**src/hw/pasc_consts.svh**
```systemverilog
// register offsets, field positions, codes and reset values
`ifndef PASC_CONSTS_SVH
`define PASC_CONSTS_SVH

// ---------------------------------------------------------------
// register byte addresses (low 8 address bits decoded)
// ---------------------------------------------------------------
`define PASC_ADDR_CTL     8'h00
`define PASC_ADDR_DEL     8'h04
`define PASC_ADDR_IRQ_STS 8'h08
`define PASC_ADDR_IRQ_MSK 8'h0c
`define PASC_ADDR_STAT    8'h10

// ---------------------------------------------------------------
// fields and reset values
// ---------------------------------------------------------------
`define PASC_CTL_FLAG_BIT 7
`define PASC_DEL_RSEN_BIT 7
`define PASC_CTL_RST      8'h00
`define PASC_DEL_RST      8'h00
`define PASC_IRQ_RST      2'h0
`define PASC_IRQ_SHUT_BIT 0
`define PASC_IRQ_RES_BIT  1

// ---------------------------------------------------------------
// shutdown source select codes
// ---------------------------------------------------------------
`define PASC_SRC_OFF      3'h0
`define PASC_SRC_C1       3'h1
`define PASC_SRC_C2       3'h2
`define PASC_SRC_C1C2     3'h3
`define PASC_SRC_F        3'h4
`define PASC_SRC_FC1      3'h5
`define PASC_SRC_FC2      3'h6
`define PASC_SRC_ALL      3'h7

// ---------------------------------------------------------------
// bus constants
// ---------------------------------------------------------------
`define PASC_HTRANS_NSEQ  2'h2
`define PASC_HSIZE_WORD   3'h2

`endif

```
**src/hw/pasc_pkg.sv**
```systemverilog
// types shared by the auto-shutdown control block
package pasc_pkg;

  // control register layout, msb first
  typedef struct packed {
    logic       shutdown_event_flag;
    logic [2:0] shutdown_source_select;
    logic [1:0] ac_pair_shutdown_state;
    logic [1:0] bd_pair_shutdown_state;
  } pasc_ctl_t;

  typedef struct packed {
    logic       auto_restart_enable;
    logic [6:0] delay_count;
  } pasc_del_t;

  // trip sources as they arrive
  typedef struct packed {
    logic cmp1;
    logic cmp2;
    logic fault_input_n;
  } pasc_trip_t;

  // pins, bit 0 = A, 1 = B, 2 = C, 3 = D
  typedef struct packed {
    logic [3:0] level;
    logic [3:0] oe;
  } pasc_pins_t;

  typedef enum logic [1:0] {
    PASC_RUN,
    PASC_SHUT,
    PASC_RESUME
  } pasc_run_t;

  typedef struct packed {
    pasc_ctl_t  ctl;
    pasc_del_t  del;
    logic [1:0] irq_sts;
    logic [1:0] irq_msk;
    pasc_run_t  run;
    logic       dp_valid;
    logic       dp_write;
    logic [7:0] dp_addr;
  } pasc_state_t;

endpackage

```
**src/hw/pasc_top.sv**
```systemverilog
// auto-shutdown and restart control with ahb-lite registers
//
// Notes on behaviour
// RL1: source codes 001, 010, 011 trip on comparator 1, 2, either.
// RL2: codes 100, 110, 111 trip on fault, fault or cmp2, all three.
// RL3: code 101 trips on fault or comparator 1.
// RL4: code 000 disables auto-shutdown; nothing trips.
// RL5: a/c pair in shutdown: 1x release, 01 high, 00 low.
// RL6: b/d pair in shutdown: 1x release, 01 high, 00 low.
// RL7: selected trip forces outputs at once and sets the event flag.
// RL8: fault input requests shutdown while low.
// RL9: auto restart enabled by bit 7 of dead-band delay register.
// RL10: with auto restart, flag clears by hardware when cause goes.
// RL11: without auto restart, flag stays set until firmware clears it.
// RL12: after flag clears, outputs stay forced until next period start.
// RL13: flag set at period start holds outputs forced whole period.
// RL14: writes to the flag are ignored while a trip is active.
// RL15: comparator trips are levels; flag cannot clear while asserted.
// RL16: writing 1 to the flag forces shutdown like a hardware event.
//
// The implementer's own choices: the AHB-Lite interface to the registers and the address map.
`include "pasc_consts.svh"

module pasc_top (
  input  wire logic               hclk,
  input  wire logic               hresetn,
  input  wire logic               ce,
  input  wire logic               hsel,
  input  wire logic [31:0]        haddr,
  input  wire logic [1:0]         htrans,
  input  wire logic               hwrite,
  input  wire logic [2:0]         hsize,
  input  wire logic [31:0]        hwdata,
  input  wire logic               hready,
  output logic                    hreadyout,
  output logic [31:0]             hrdata,
  output logic                    hresp,
  input  pasc_pkg::pasc_trip_t    trip_in,
  input  wire logic               period_start,
  input  wire logic [3:0]         pwm_in,
  output pasc_pkg::pasc_pins_t    pwm_pins,
  output logic                    irq
);
  import pasc_pkg::*;

  pasc_state_t s_ff;
  pasc_state_t nxt_s;
  logic        trip_now;
  logic        forced;
  logic        wr_commit;
  logic        wr_ctl;
  logic [31:0] rd_word;
  logic [1:0]  irq_ev;

  // -------------------------------------------------------------
  // trip source decode
  // -------------------------------------------------------------
  // combinational so the pins follow a trip without a clock edge
  always_comb begin
    unique case (s_ff.ctl.shutdown_source_select)
      // RL4 no source selected
      `PASC_SRC_OFF:  trip_now = 1'b0;
      // RL1 RL15 comparator levels
      `PASC_SRC_C1:   trip_now = trip_in.cmp1;
      `PASC_SRC_C2:   trip_now = trip_in.cmp2;
      `PASC_SRC_C1C2: trip_now = trip_in.cmp1 | trip_in.cmp2;
      // RL2 RL8 fault low plus combinations
      `PASC_SRC_F:    trip_now = ~trip_in.fault_input_n;
      // RL3 fault or comparator 1
      `PASC_SRC_FC1:  trip_now = ~trip_in.fault_input_n | trip_in.cmp1;
      `PASC_SRC_FC2:  trip_now = ~trip_in.fault_input_n | trip_in.cmp2;
      `PASC_SRC_ALL:  trip_now = ~trip_in.fault_input_n | trip_in.cmp1
                                 | trip_in.cmp2;
    endcase
  end

  // RL7 RL12 RL13 forced while tripped, flagged or awaiting period
  assign forced = trip_now | s_ff.ctl.shutdown_event_flag
                  | (s_ff.run != PASC_RUN);

  pasc_pin_force u_force (
    .forced   (forced),
    .ac_state (s_ff.ctl.ac_pair_shutdown_state),
    .bd_state (s_ff.ctl.bd_pair_shutdown_state),
    .pwm_in   (pwm_in),
    .pins     (pwm_pins)
  );

  // -------------------------------------------------------------
  // bus slave
  // -------------------------------------------------------------
  // a frozen block stalls the bus rather than lose a transfer
  assign hreadyout = ce;
  assign hresp     = 1'b0;
  assign wr_commit = ce & s_ff.dp_valid & s_ff.dp_write;
  assign wr_ctl    = wr_commit & (s_ff.dp_addr == `PASC_ADDR_CTL);

  always_comb begin
    rd_word = 32'h0;
    unique case (s_ff.dp_addr)
      `PASC_ADDR_CTL:     rd_word[7:0] = s_ff.ctl;
      `PASC_ADDR_DEL:     rd_word[7:0] = s_ff.del;
      `PASC_ADDR_IRQ_STS: rd_word[1:0] = s_ff.irq_sts;
      `PASC_ADDR_IRQ_MSK: rd_word[1:0] = s_ff.irq_msk;
      `PASC_ADDR_STAT:    rd_word[2:0] = {s_ff.run == PASC_RESUME,
                                          forced, trip_now};
      default:            rd_word = 32'h0;
    endcase
  end

  assign hrdata = (s_ff.dp_valid & ~s_ff.dp_write) ? rd_word : 32'h0;
  assign irq    = |(s_ff.irq_sts & s_ff.irq_msk);

  // -------------------------------------------------------------
  // next state
  // -------------------------------------------------------------
  always_comb begin
    nxt_s = s_ff;
    irq_ev = 2'h0;

    // address phase capture, word accesses only
    nxt_s.dp_valid = hsel & hready & (htrans == `PASC_HTRANS_NSEQ)
                     & (hsize == `PASC_HSIZE_WORD);
    nxt_s.dp_write = hwrite;
    nxt_s.dp_addr  = haddr[7:0];

    // RL9 RL10 hardware clear once the cause is gone
    if (s_ff.del.auto_restart_enable & ~trip_now) begin
      nxt_s.ctl.shutdown_event_flag = 1'b0;
    end

    if (wr_ctl) begin
      nxt_s.ctl.shutdown_source_select = hwdata[6:4];
      nxt_s.ctl.ac_pair_shutdown_state = hwdata[3:2];
      nxt_s.ctl.bd_pair_shutdown_state = hwdata[1:0];
      // RL14 RL16 RL11 flag written only when no trip stands
      if (~trip_now) begin
        nxt_s.ctl.shutdown_event_flag = hwdata[`PASC_CTL_FLAG_BIT];
      end
    end

    // RL7 RL15 a trip sets the flag and wins over any clear
    if (trip_now) begin
      nxt_s.ctl.shutdown_event_flag = 1'b1;
    end

    if (wr_commit & (s_ff.dp_addr == `PASC_ADDR_DEL)) begin
      nxt_s.del = hwdata[7:0];
    end
    if (wr_commit & (s_ff.dp_addr == `PASC_ADDR_IRQ_MSK)) begin
      nxt_s.irq_msk = hwdata[1:0];
    end

    // RL12 RL13 release only on a period boundary
    unique case (s_ff.run)
      PASC_RUN: begin
        if (s_ff.ctl.shutdown_event_flag | trip_now) begin
          nxt_s.run = PASC_SHUT;
        end
      end
      PASC_SHUT: begin
        if (~s_ff.ctl.shutdown_event_flag & ~trip_now) begin
          nxt_s.run = PASC_RESUME;
        end
      end
      PASC_RESUME: begin
        if (s_ff.ctl.shutdown_event_flag | trip_now) begin
          nxt_s.run = PASC_SHUT;
        end else if (period_start) begin
          nxt_s.run = PASC_RUN;
          irq_ev[`PASC_IRQ_RES_BIT] = 1'b1;
        end
      end
    endcase

    irq_ev[`PASC_IRQ_SHUT_BIT] = ~s_ff.ctl.shutdown_event_flag
                                 & nxt_s.ctl.shutdown_event_flag;

    // write-one-to-clear; a same-cycle event wins
    if (wr_commit & (s_ff.dp_addr == `PASC_ADDR_IRQ_STS)) begin
      nxt_s.irq_sts = s_ff.irq_sts & ~hwdata[1:0];
    end
    nxt_s.irq_sts = nxt_s.irq_sts | irq_ev;
  end

  // -------------------------------------------------------------
  // state register
  // -------------------------------------------------------------
  always_ff @(posedge hclk or negedge hresetn) begin
    if (!hresetn) begin
      s_ff <= '0;
    end else if (ce) begin
      s_ff <= nxt_s;
    end
  end

  logic [2:0] src;
  assign src = s_ff.ctl.shutdown_source_select;
endmodule

```
**src/hw/pasc_pin_force.sv**
```systemverilog
// per-pin override of the pwm outputs by the shutdown states
module pasc_pin_force (
  input  wire logic               forced,
  input  wire logic [1:0]         ac_state,
  input  wire logic [1:0]         bd_state,
  input  wire logic [3:0]         pwm_in,
  output pasc_pkg::pasc_pins_t    pins
);
  import pasc_pkg::*;

  // -------------------------------------------------------------
  // pin loop: even pins are the a/c pair, odd pins b/d
  // -------------------------------------------------------------
  for (genvar i = 0; i < 4; i++) begin : g_pin
    logic [1:0] sel;
    assign sel = (i % 2 == 0) ? ac_state : bd_state;
    // RL5 RL6 pair states
    // upper bit set releases the pin, else drive lower bit
    assign pins.oe[i]    = forced ? ~sel[1] : 1'b1;
    assign pins.level[i] = forced ? (~sel[1] & sel[0]) : pwm_in[i];
  end

endmodule

```
**config.mk**
```make
export PLATFORM = sky130hd
export DESIGN_NAME = pasc_top
export DESIGN_NICKNAME = d
export VERILOG_FILES = /design/src/hw/pasc_pkg.sv /design/src/hw/pasc_top.sv /design/src/hw/pasc_pin_force.sv
export VERILOG_INCLUDE_DIRS = /design/src /design/src/hw
export SDC_FILE = /design/constraint.sdc
export NUM_CORES = 1
export LEC_CHECK = 0
export BUFFER_PORTS_ARGS = -buffer_cell sky130_fd_sc_hd__clkbuf_2
export CAP_MARGIN = 20
export CORE_ASPECT_RATIO = 0.8
export CORE_UTILIZATION = 46
export DETAILED_ROUTE_END_ITERATION = 12
export PLACE_DENSITY = 0.86
export SLEW_MARGIN = 20
export SYNTH_ARGS = -nofsm -noshare
export SYNTH_HDL_FRONTEND = slang
export SYNTH_SLANG_ARGS = --single-unit
```
**constraint.sdc**
```tcl
create_clock -name hclk -period 4.49 [get_ports hclk]
set_clock_uncertainty 0.05 [all_clocks]
set_input_delay 0.898 -clock hclk [delete_from_list [all_inputs] [get_ports hclk]]
set_output_delay 0.898 -clock hclk [all_outputs]
set_load 0.005 [all_outputs]
```
Yosys cells after proc, flatten, opt, wreduce, memory -nomap -nowiden
Cells that the tools add are included.

Equality and inequality tests: 18. Mux-type cells: 23. Bitwise gates (word level): 31. Reduce and logical (&&, ||, !) cells: 9.

Operator list (count): equality test 8 x 4 -> 1 bit, second input constant (2); 2-to-1 mux 8 bit (2); AND 1 bit (15); equality test 3 bit, second input constant (4); 2-to-1 mux 1 bit (11); 2-to-1 mux 2 bit (5); one-hot mux 2 bit (5 select lines) (1); one-hot mux 5 bit (2 select lines) (1); equality test 3 x 2 -> 1 bit, second input constant (3); equality test 8 x 3 -> 1 bit, second input constant (1); equality test 8 x 5 -> 1 bit, second input constant (1); zero test 8 bit (1); one-hot mux 1 bit (8 select lines) (1); NOT 1 bit (6); OR 1 bit (6); one-hot mux 2 bit (3 select lines) (1); AND reduction 2 bit (3); AND 2 bit (2); equality test 2 bit, second input constant (2); != test 2 bit, second input constant (2); AND reduction 4 bit (1); equality test 3 x 1 -> 1 bit, second input constant (1); zero test 3 bit (1); != test 3 bit, second input constant (1); 7 further kinds (7).

Register bits after elaboration: 32. Output and inout port bits: 43. Logic and storage cells: 93.

Depth between registers and ports, before layout
Gate-level depths: netlist (run 1).

Depth after elaboration: 11. Depth in mapped cells: 5.

Cells and area by module
A second synthesis (run 1) with hierarchy kept.

Cell total of the unflattened synthesis: 166. Area total of the unflattened synthesis: 1840.5 µm².

By module, submodules not included: pasc_top (instances 1, cells an instance 152, area each 1767.9 µm²); pasc_pin_force (instances 1, cells an instance 14, area each 72.6 µm²).

Worst setup path after synthesis (run 1)
No wires, ideal clock.

Path type: in2out. From: input port trip_in[2] (netlist bit). To: output port pwm_pins[4] (netlist bit). Data arrival time: 2072 ps. Required time: 3542 ps. Setup slack: 1470 ps. Cell stages on the path: 4. Path buffers: 0. Cell sequence: a22o_1 -> nor4b_1 -> nor3b_1 -> a21o_1.

RTL lines: from (decl) (line pasc_top.sv:38) `input pasc_pkg::pasc_trip_t trip_in,`; to (decl) (line pasc_top.sv:41) `output pasc_pkg::pasc_pins_t pwm_pins,`.

==> results of run 1 <==
## power groups by stage
stage | registers (mW) | clock network, mW | logic, mW
final | 0.345 | 0.200 | 0.121
after global routing | 0.348 | 0.217 | 0.135
after CTS | 0.344 | 0.206 | 0.122
after detailed placement | 0.349 | 0 | 0.121
after global placement | 0.347 | 0 | 0.117
after floorplan | 0.335 | 0 | 0.103
## per-layer routing
layer / track usage (%) / vias to the layer above / share of wire, %
met5: 0 / - / 0
met4: 5.66 / 0 / 0.78
met3: 4.55 / 4 / 6.3
met2: 27.8 / 65 / 46
met1: 24.5 / 676 / 47
li1: - / 648 / -
## per-stage QoR
stage               std cells  hold slack (ps)  util [%]  total power, mW  cell area, µm²
global placement          267              440      54.3            0.464            2130
CTS                       274              469      56.3            0.672            2210
detailed placement        267              447      54.3            0.470            2130
finish                    274              468      56.3            0.666            2210
floorplan                 193              423         -            0.438            2040
global route              274              485      56.3            0.700            2210
## final cells by class
class                           instances  area share (%)
Sequential cell                        32            36.2
Timing Repair Buffer                   53            12.1
Inverter                                5           0.848
Clock buffer                            6            3.28
Multi-Input combinational cell        122            44.2
Tap cell                               55            3.11
Clock inverter                          1           0.226
## registers in the layout, indices dropped and copies added, names as in the netlist
signal  cells
s_ff       29
src         3
## worst max-delay path, stage by stage
cell,delay [ps]
clkbuf_2,80
a22o_1,240
or3_1,380
nand2b_1,210
nand2_1,120
clkbuf_2,120
## how the worst min path moves through the flow
stage / from / end / slack (ps) / depth (start not counted)
after floorplan: s_ff[18] / s_ff[18] / 420 / 1
after global placement: s_ff[16] / s_ff[16] / 440 / 1
after detailed placement: s_ff[17] / s_ff[17] / 450 / 1
after CTS: s_ff[19] / s_ff[19] / 470 / 1
after global routing: s_ff[12] / s_ff[12] / 490 / 1
final: s_ff[16] / s_ff[16] / 470 / 1
## logic make-up (layout without fill, tap and decap cells)
| family | after synthesis | in the layout |
|---|---|---|
| flops | 32 | 32 |
| compound gates | 21 | 21 |
| simple gates | 44 | 44 |
| other cells | 1 | 25 |
| buf+inv | 39 | 65 |
| mux | 32 | 32 |
## cells in the final DEF (no fill, tap or decap), types with 2 or more instances in the layout
cell type | netlist | final
a21o_1 | 4 | 4
a21oi_1 | 4 | 4
a22o_1 | 3 | 3
clkbuf_2 | 0 | 52
clkbuf_8 | 0 | 5
conb_1 | 1 | 25
dfrtp_1 | 32 | 32
inv_1 | 5 | 5
mux2_1 | 2 | 2
mux2_2 | 8 | 8
mux2_4 | 15 | 15
mux2i_1 | 5 | 5
mux4_2 | 2 | 2
nand2_1 | 7 | 7
nand2b_1 | 4 | 4
nand3_1 | 3 | 3
nor2_1 | 8 | 8
nor2b_1 | 2 | 2
nor3_1 | 2 | 2
nor3b_1 | 3 | 3
nor4_4 | 2 | 2
o21ai_0 | 2 | 2
o22ai_1 | 2 | 2
or3_1 | 2 | 2
or4_1 | 2 | 2
==> out/qor.txt, run 1 <==
GR Overflow Total: 0
Seq/Total Area, Yosys: 41.1%
Critical path class: in2out
Synth Area in Simple Gates: 15.5%
RR Endpoint: s_ff[24]
DPL Wire Length: 2.84 mm
Post-synth top flop: dfrtp_1
Initial Utilization: 49.6%
Via density: 5.08
Worst Setup Start Kind: primary input
HP Class: reg2reg
RSZ-0062 raised after global routing: false
Post_cts resized: 0
FF+latch count, synth: 32
Input/output buffers: 52
Reg clk slew, reported paths: 60 ps
Multi-input logic area: 978 µm²
Setup violators final: 0
CP startpoint: trip_in[2]
Most frequent cell after synthesis: dfrtp_1
Max VDD drop: 0.156 mV
Chip Height: 60.2 µm
R2R cell count: 4
Worst R2R Setup Slack: 2260 ps
Synth cell types: 42
Status: complete, no violations
Post-synthesis compound-gate area fraction: 7.71%
Post-synthesis mux area share: 22.2%
Number of post-CTS setup repair buffers: 0
Antenna violations before repair: 0
XOR/XNOR Fraction of Synth Area: 0%
Post-DRT Antenna Nets: 0
Final WL: 3.74 mm
CTS Root Cell: clkbuf_8
Top cell type's share of synthesized area: 41.1%
Fill cell count: 359
NumNets Final: 302
Clock Sinks: 32
Worst Path Arrival: 2040 ps
Wire per inst: 13.6 µm
Crit path to: pwm_pins[3]
First-pass GRT wire length: 5.89 mm
Main combinational cell family by area after synthesis: multiplexers
GRT Total Usage: 17.9%
Worst rel slew slack: 41.3%
EDFF count, synth: 0
Share of power burned in registers: 51.8%
Ports: 126
Crit-path max FO: 4
Fin crit period: 2990 ps
Die width: 74.8 µm
Synthesized-area fraction occupied by adder cells: 0%
Vias after detailed routing: 1,393
Async S/R FF share, synth: 100%
Drt drc: 0
Worst setup EP type: primary output
Place WS: 1520 ps
Final Max Tran Viols: 0
Largest area contributor in the netlist: dfrtp_1
DR iter-0 viols: 66
Switching Fraction: 27.2%
Clock share of power: 30.0%
Fraction of layout cells with a size suffix above 1: 40.6%
Synth top area cells: dfrtp_1 41%, mux2_4 12%, buf_4 11%, mux2_2 4.6%, mux2i_1 2.6%
Synth top cells by count: 32 x dfrtp_1, 28 x buf_4, 15 x mux2_4
Synth Warn #: 0
Post-Syn Area: 1950 µm²
Buffer depth of the longest clock path: 2
Hold_buf cts: 0
Num CTS Buffers: 5
Internal power: 0.485 mW
CTS tree: built
Pre-antenna DRT Iters: 4
P per Cell Area: 301 nW/µm²
Final Hold Viols: 0
Htree depth: 2
Insertion delay to the later sink of the worst-skew pair: 270 ps
Worst slew pin tran: 873 ps
Vias in the first global route: 1,270
Largest net degree at the start of global routing: 33
Setup TNS: 0 ps
Combinational power share: 18.2%
Reg area: 801 µm²
FF-to-FF Start: s_ff[1]
Leakage: 1.13 nW
Final GP Congestion: 0.796
Num rows: 20
Core footprint: 3930 µm²
Max Freq: 335 MHz
P&R area growth vs syn: 13.6%
Net load switching power: 0.181 mW
Mapped Cells: 169
Antenna Cells: 0
Final Cycle Share: 66.6%
WP data required: 3540 ps
Setup slack after layout: 1500 ps
MaxCap Viol Count: 0
Full die area: 4500 µm²
Syn avg cell area: 11.5 µm²
Power figures use the tool's default switching activity.
==> inputs of run 2 (changes only) <==
--- a/config.mk
+++ b/config.mk
@@ -6,12 +6,13 @@
 export SDC_FILE = /design/constraint.sdc
 export NUM_CORES = 1
 export LEC_CHECK = 0
+export ABC_AREA = 1
 export BUFFER_PORTS_ARGS = -buffer_cell sky130_fd_sc_hd__clkbuf_2
 export CAP_MARGIN = 20
 export CORE_ASPECT_RATIO = 0.8
-export CORE_UTILIZATION = 46
+export CORE_UTILIZATION = 42
 export DETAILED_ROUTE_END_ITERATION = 12
-export PLACE_DENSITY = 0.86
+export PLACE_DENSITY = 0.8
 export SLEW_MARGIN = 20
 export SYNTH_ARGS = -nofsm -noshare
 export SYNTH_HDL_FRONTEND = slang
==> constraint.sdc (replaced) <==
create_clock -name hclk -period 3.05 [get_ports hclk]
set_clock_uncertainty 0.05 [all_clocks]
set_input_delay 0.61 -clock hclk [delete_from_list [all_inputs] [get_ports hclk]]
set_output_delay 0.61 -clock hclk [all_outputs]
set_load 0.005 [all_outputs]
==> run 2 against run 1 <==
Net effect:
- sequential cell count stayed put
- critical path depth up 5
- wire length grew 6.6%
- clock-buffer cell count up 1
- design area up 0.57%
- largest cell class unchanged
- worst hold slack lost 130 ps
- critical endpoint is now hrdata[1]
- register-to-register slack worse by 1000 ps
- sequential share of layout area decreased by 0.20 points
- final cell count is 35% higher
==> out/qor.txt, run 2 <==
Full die area: 4810 µm²
Insertion delay to the later sink of the worst-skew pair: 290 ps
Largest area contributor in the netlist: dfrtp_1
Max reg flops: 29
Pre-antenna DRT Iters: 4
Post-synth top flop: dfrtp_1
WP data required: 2390 ps
R2R cell count: 9
Reg area: 801 µm²
Worst R2R Setup Slack: 1230 ps
CTS Root Cell: clkbuf_8
Leakage: 1.18 nW
Synth top area cells: dfrtp_1 42%, nand2_1 15%, buf_4 11%, o21ai_0 5.5%, nand3_1 5.0%
Buffer depth of the longest clock path: 2
First-pass GRT wire length: 6.84 mm
Seq/Total Area, Yosys: 42.1%
Die width: 77.3 µm
Syn avg cell area: 7.32 µm²
DR iter-0 viols: 162
Synth Warn #: 0
HP Class: in2async
Num CTS Buffers: 5
Vias after detailed routing: 1,716
Setup TNS: 0 ps
Status: complete, no violations
Clock Sinks: 32
Multi-input logic area: 861 µm²
Chip Height: 62.2 µm
CP startpoint: trip_in[0]
RSZ-0062 raised after global routing: false
Htree depth: 2
Tot Pwr: 1.03 mW
Num rows: 21
Async S/R FF share, synth: 100%
Worst setup EP type: primary output
GRT Total Usage: 18.1%
Final Cycle Share: 83.4%
Final Max Tran Viols: 0
Wire per inst: 10.8 µm
Fraction of layout cells with a size suffix above 1: 22.4%
Worst Setup Start Kind: primary input
P&R area growth vs syn: 16.9%
Max Freq: 393 MHz
Hold WS: 342 ps
Post-Syn Area: 1900 µm²
Final Hold Viols: 0
Largest net degree at the start of global routing: 33
EDFF count, synth: 0
P per Cell Area: 461 nW/µm²
Hold_buf cts: 0
Core footprint: 4260 µm²
Crit path to: hrdata[1]
Number of post-CTS setup repair buffers: 0
Post-DRT Antenna Nets: 0
Fin crit period: 2540 ps
FF-to-FF Start: s_ff[1]
Antenna Cells: 0
Worst slew pin tran: 783 ps
Reg clk slew, reported paths: 70 ps
FF+latch count, synth: 32
Commonest non-fill, non-tap cell in the layout: nand2_1
Biggest register: s_ff
CTS tree: built
Ports: 126
Most frequent cell after synthesis: nand2_1
Worst Path Arrival: 1880 ps
GR Overflow Total: 0
Max VDD drop: 0.250 mV
DPL Wire Length: 3.06 mm
Top cell type's share of synthesized area: 42.1%
Vias in the first global route: 1,547
Input/output buffers: 52
Antenna violations before repair: 0
Final GP Congestion: 0.834
Worst rel slew slack: 47.8%
Post_cts resized: 0
Critical path class: in2out
Drt drc: 0
NumNets Final: 395
Initial Utilization: 44.7%
Setup violators final: 0
Crit-path max FO: 7
Final WL: 3.99 mm
Commonest non-fill, non-tap cells in the layout: 76 x nand2_1, 52 x clkbuf_2, 32 x dfrtp_1
Fill cell count: 438
Via density: 4.64
Synth top cells by count: 76 x nand2_1, 32 x dfrtp_1, 29 x buf_4
Synth cell types: 24
RR Endpoint: s_ff[14]
MaxCap Viol Count: 0
Mapped Cells: 260
-- run 2: changes by cell type in the layout (fill, tap and decap cells not counted), moves of 8 or more --
| cell | delta |
|---|---|
| inv_1 | +17 |
| mux2_2 | -8 |
| mux2_4 | -15 |
| nand2_1 | +69 |
| nand3_1 | +16 |
| nor2_1 | +17 |
| o21ai_0 | +19 |
-- run 2: worst min-delay path by stage --
stage	slack, ps	cells past startpoint	endpoint
CTS	360	1	s_ff[11]
floorplan	260	0	s_ff[0]
global placement	430	2	s_ff[21]
global route	410	1	s_ff[8]
detailed placement	430	2	s_ff[21]
finish	340	1	s_ff[19]
-- run 2: metrics by stage --
stage | instances | cell area [µm²] | utilization, % | worst slack, ps
after global placement | 362 | 2100 | 49.3 | 560
final | 370 | 2220 | 52.3 | 507
after detailed placement | 362 | 2100 | 49.3 | 519
after floorplan | 284 | 1990 | - | 944
after CTS | 370 | 2220 | 52.3 | 508
after global routing | 370 | 2220 | 52.3 | 245
-- run 2: final cells by class --
cell class | instances | share of cell area (%)
Timing Repair Buffer | 54 | 12.4
Clock inverter | 1 | 1.35
Inverter | 24 | 4.05
Sequential cell | 32 | 36.0
Tap cell | 57 | 3.21
Multi-Input combinational cell | 195 | 38.7
Clock buffer | 7 | 4.33
-- run 2: report_power, final --
group	total (mW)	internal (mW)	switching, mW
combinational	0.115	0.0442	0.0711
clock	0.442	0.288	0.154
sequential	0.469	0.451	0.0185
-- run 2: logic make-up after synthesis --
| logic type | Yosys count | synth area share (%) |
|---|---|---|
| and+or+nand+nor | 132 | 29.9 |
| buffers and inverters | 57 | 17.4 |
| AOI/OAI and AO/OA | 38 | 10.4 |
| DFF | 32 | 42.1 |
| other | 1 | 0.197 |
-- run 2: per-layer routing --
metal,GRT usage (%),routed length (µm),vias to the layer above
met5,0,0,-
met4,7.08,61,0
met3,5.15,289,8
met2,27.2,1770,68
met1,24.5,1860,767
li1,-,-,873
-- run 2: critical path, cell delays in order --
cell	delay (ps)
clkbuf_2	70
inv_1	30
nand2_1	40
nand3_1	150
nor2_1	390
nand2_1	210
nand2_1	100
nand3_1	70
nand2_1	60
inv_1	30
clkbuf_2	100
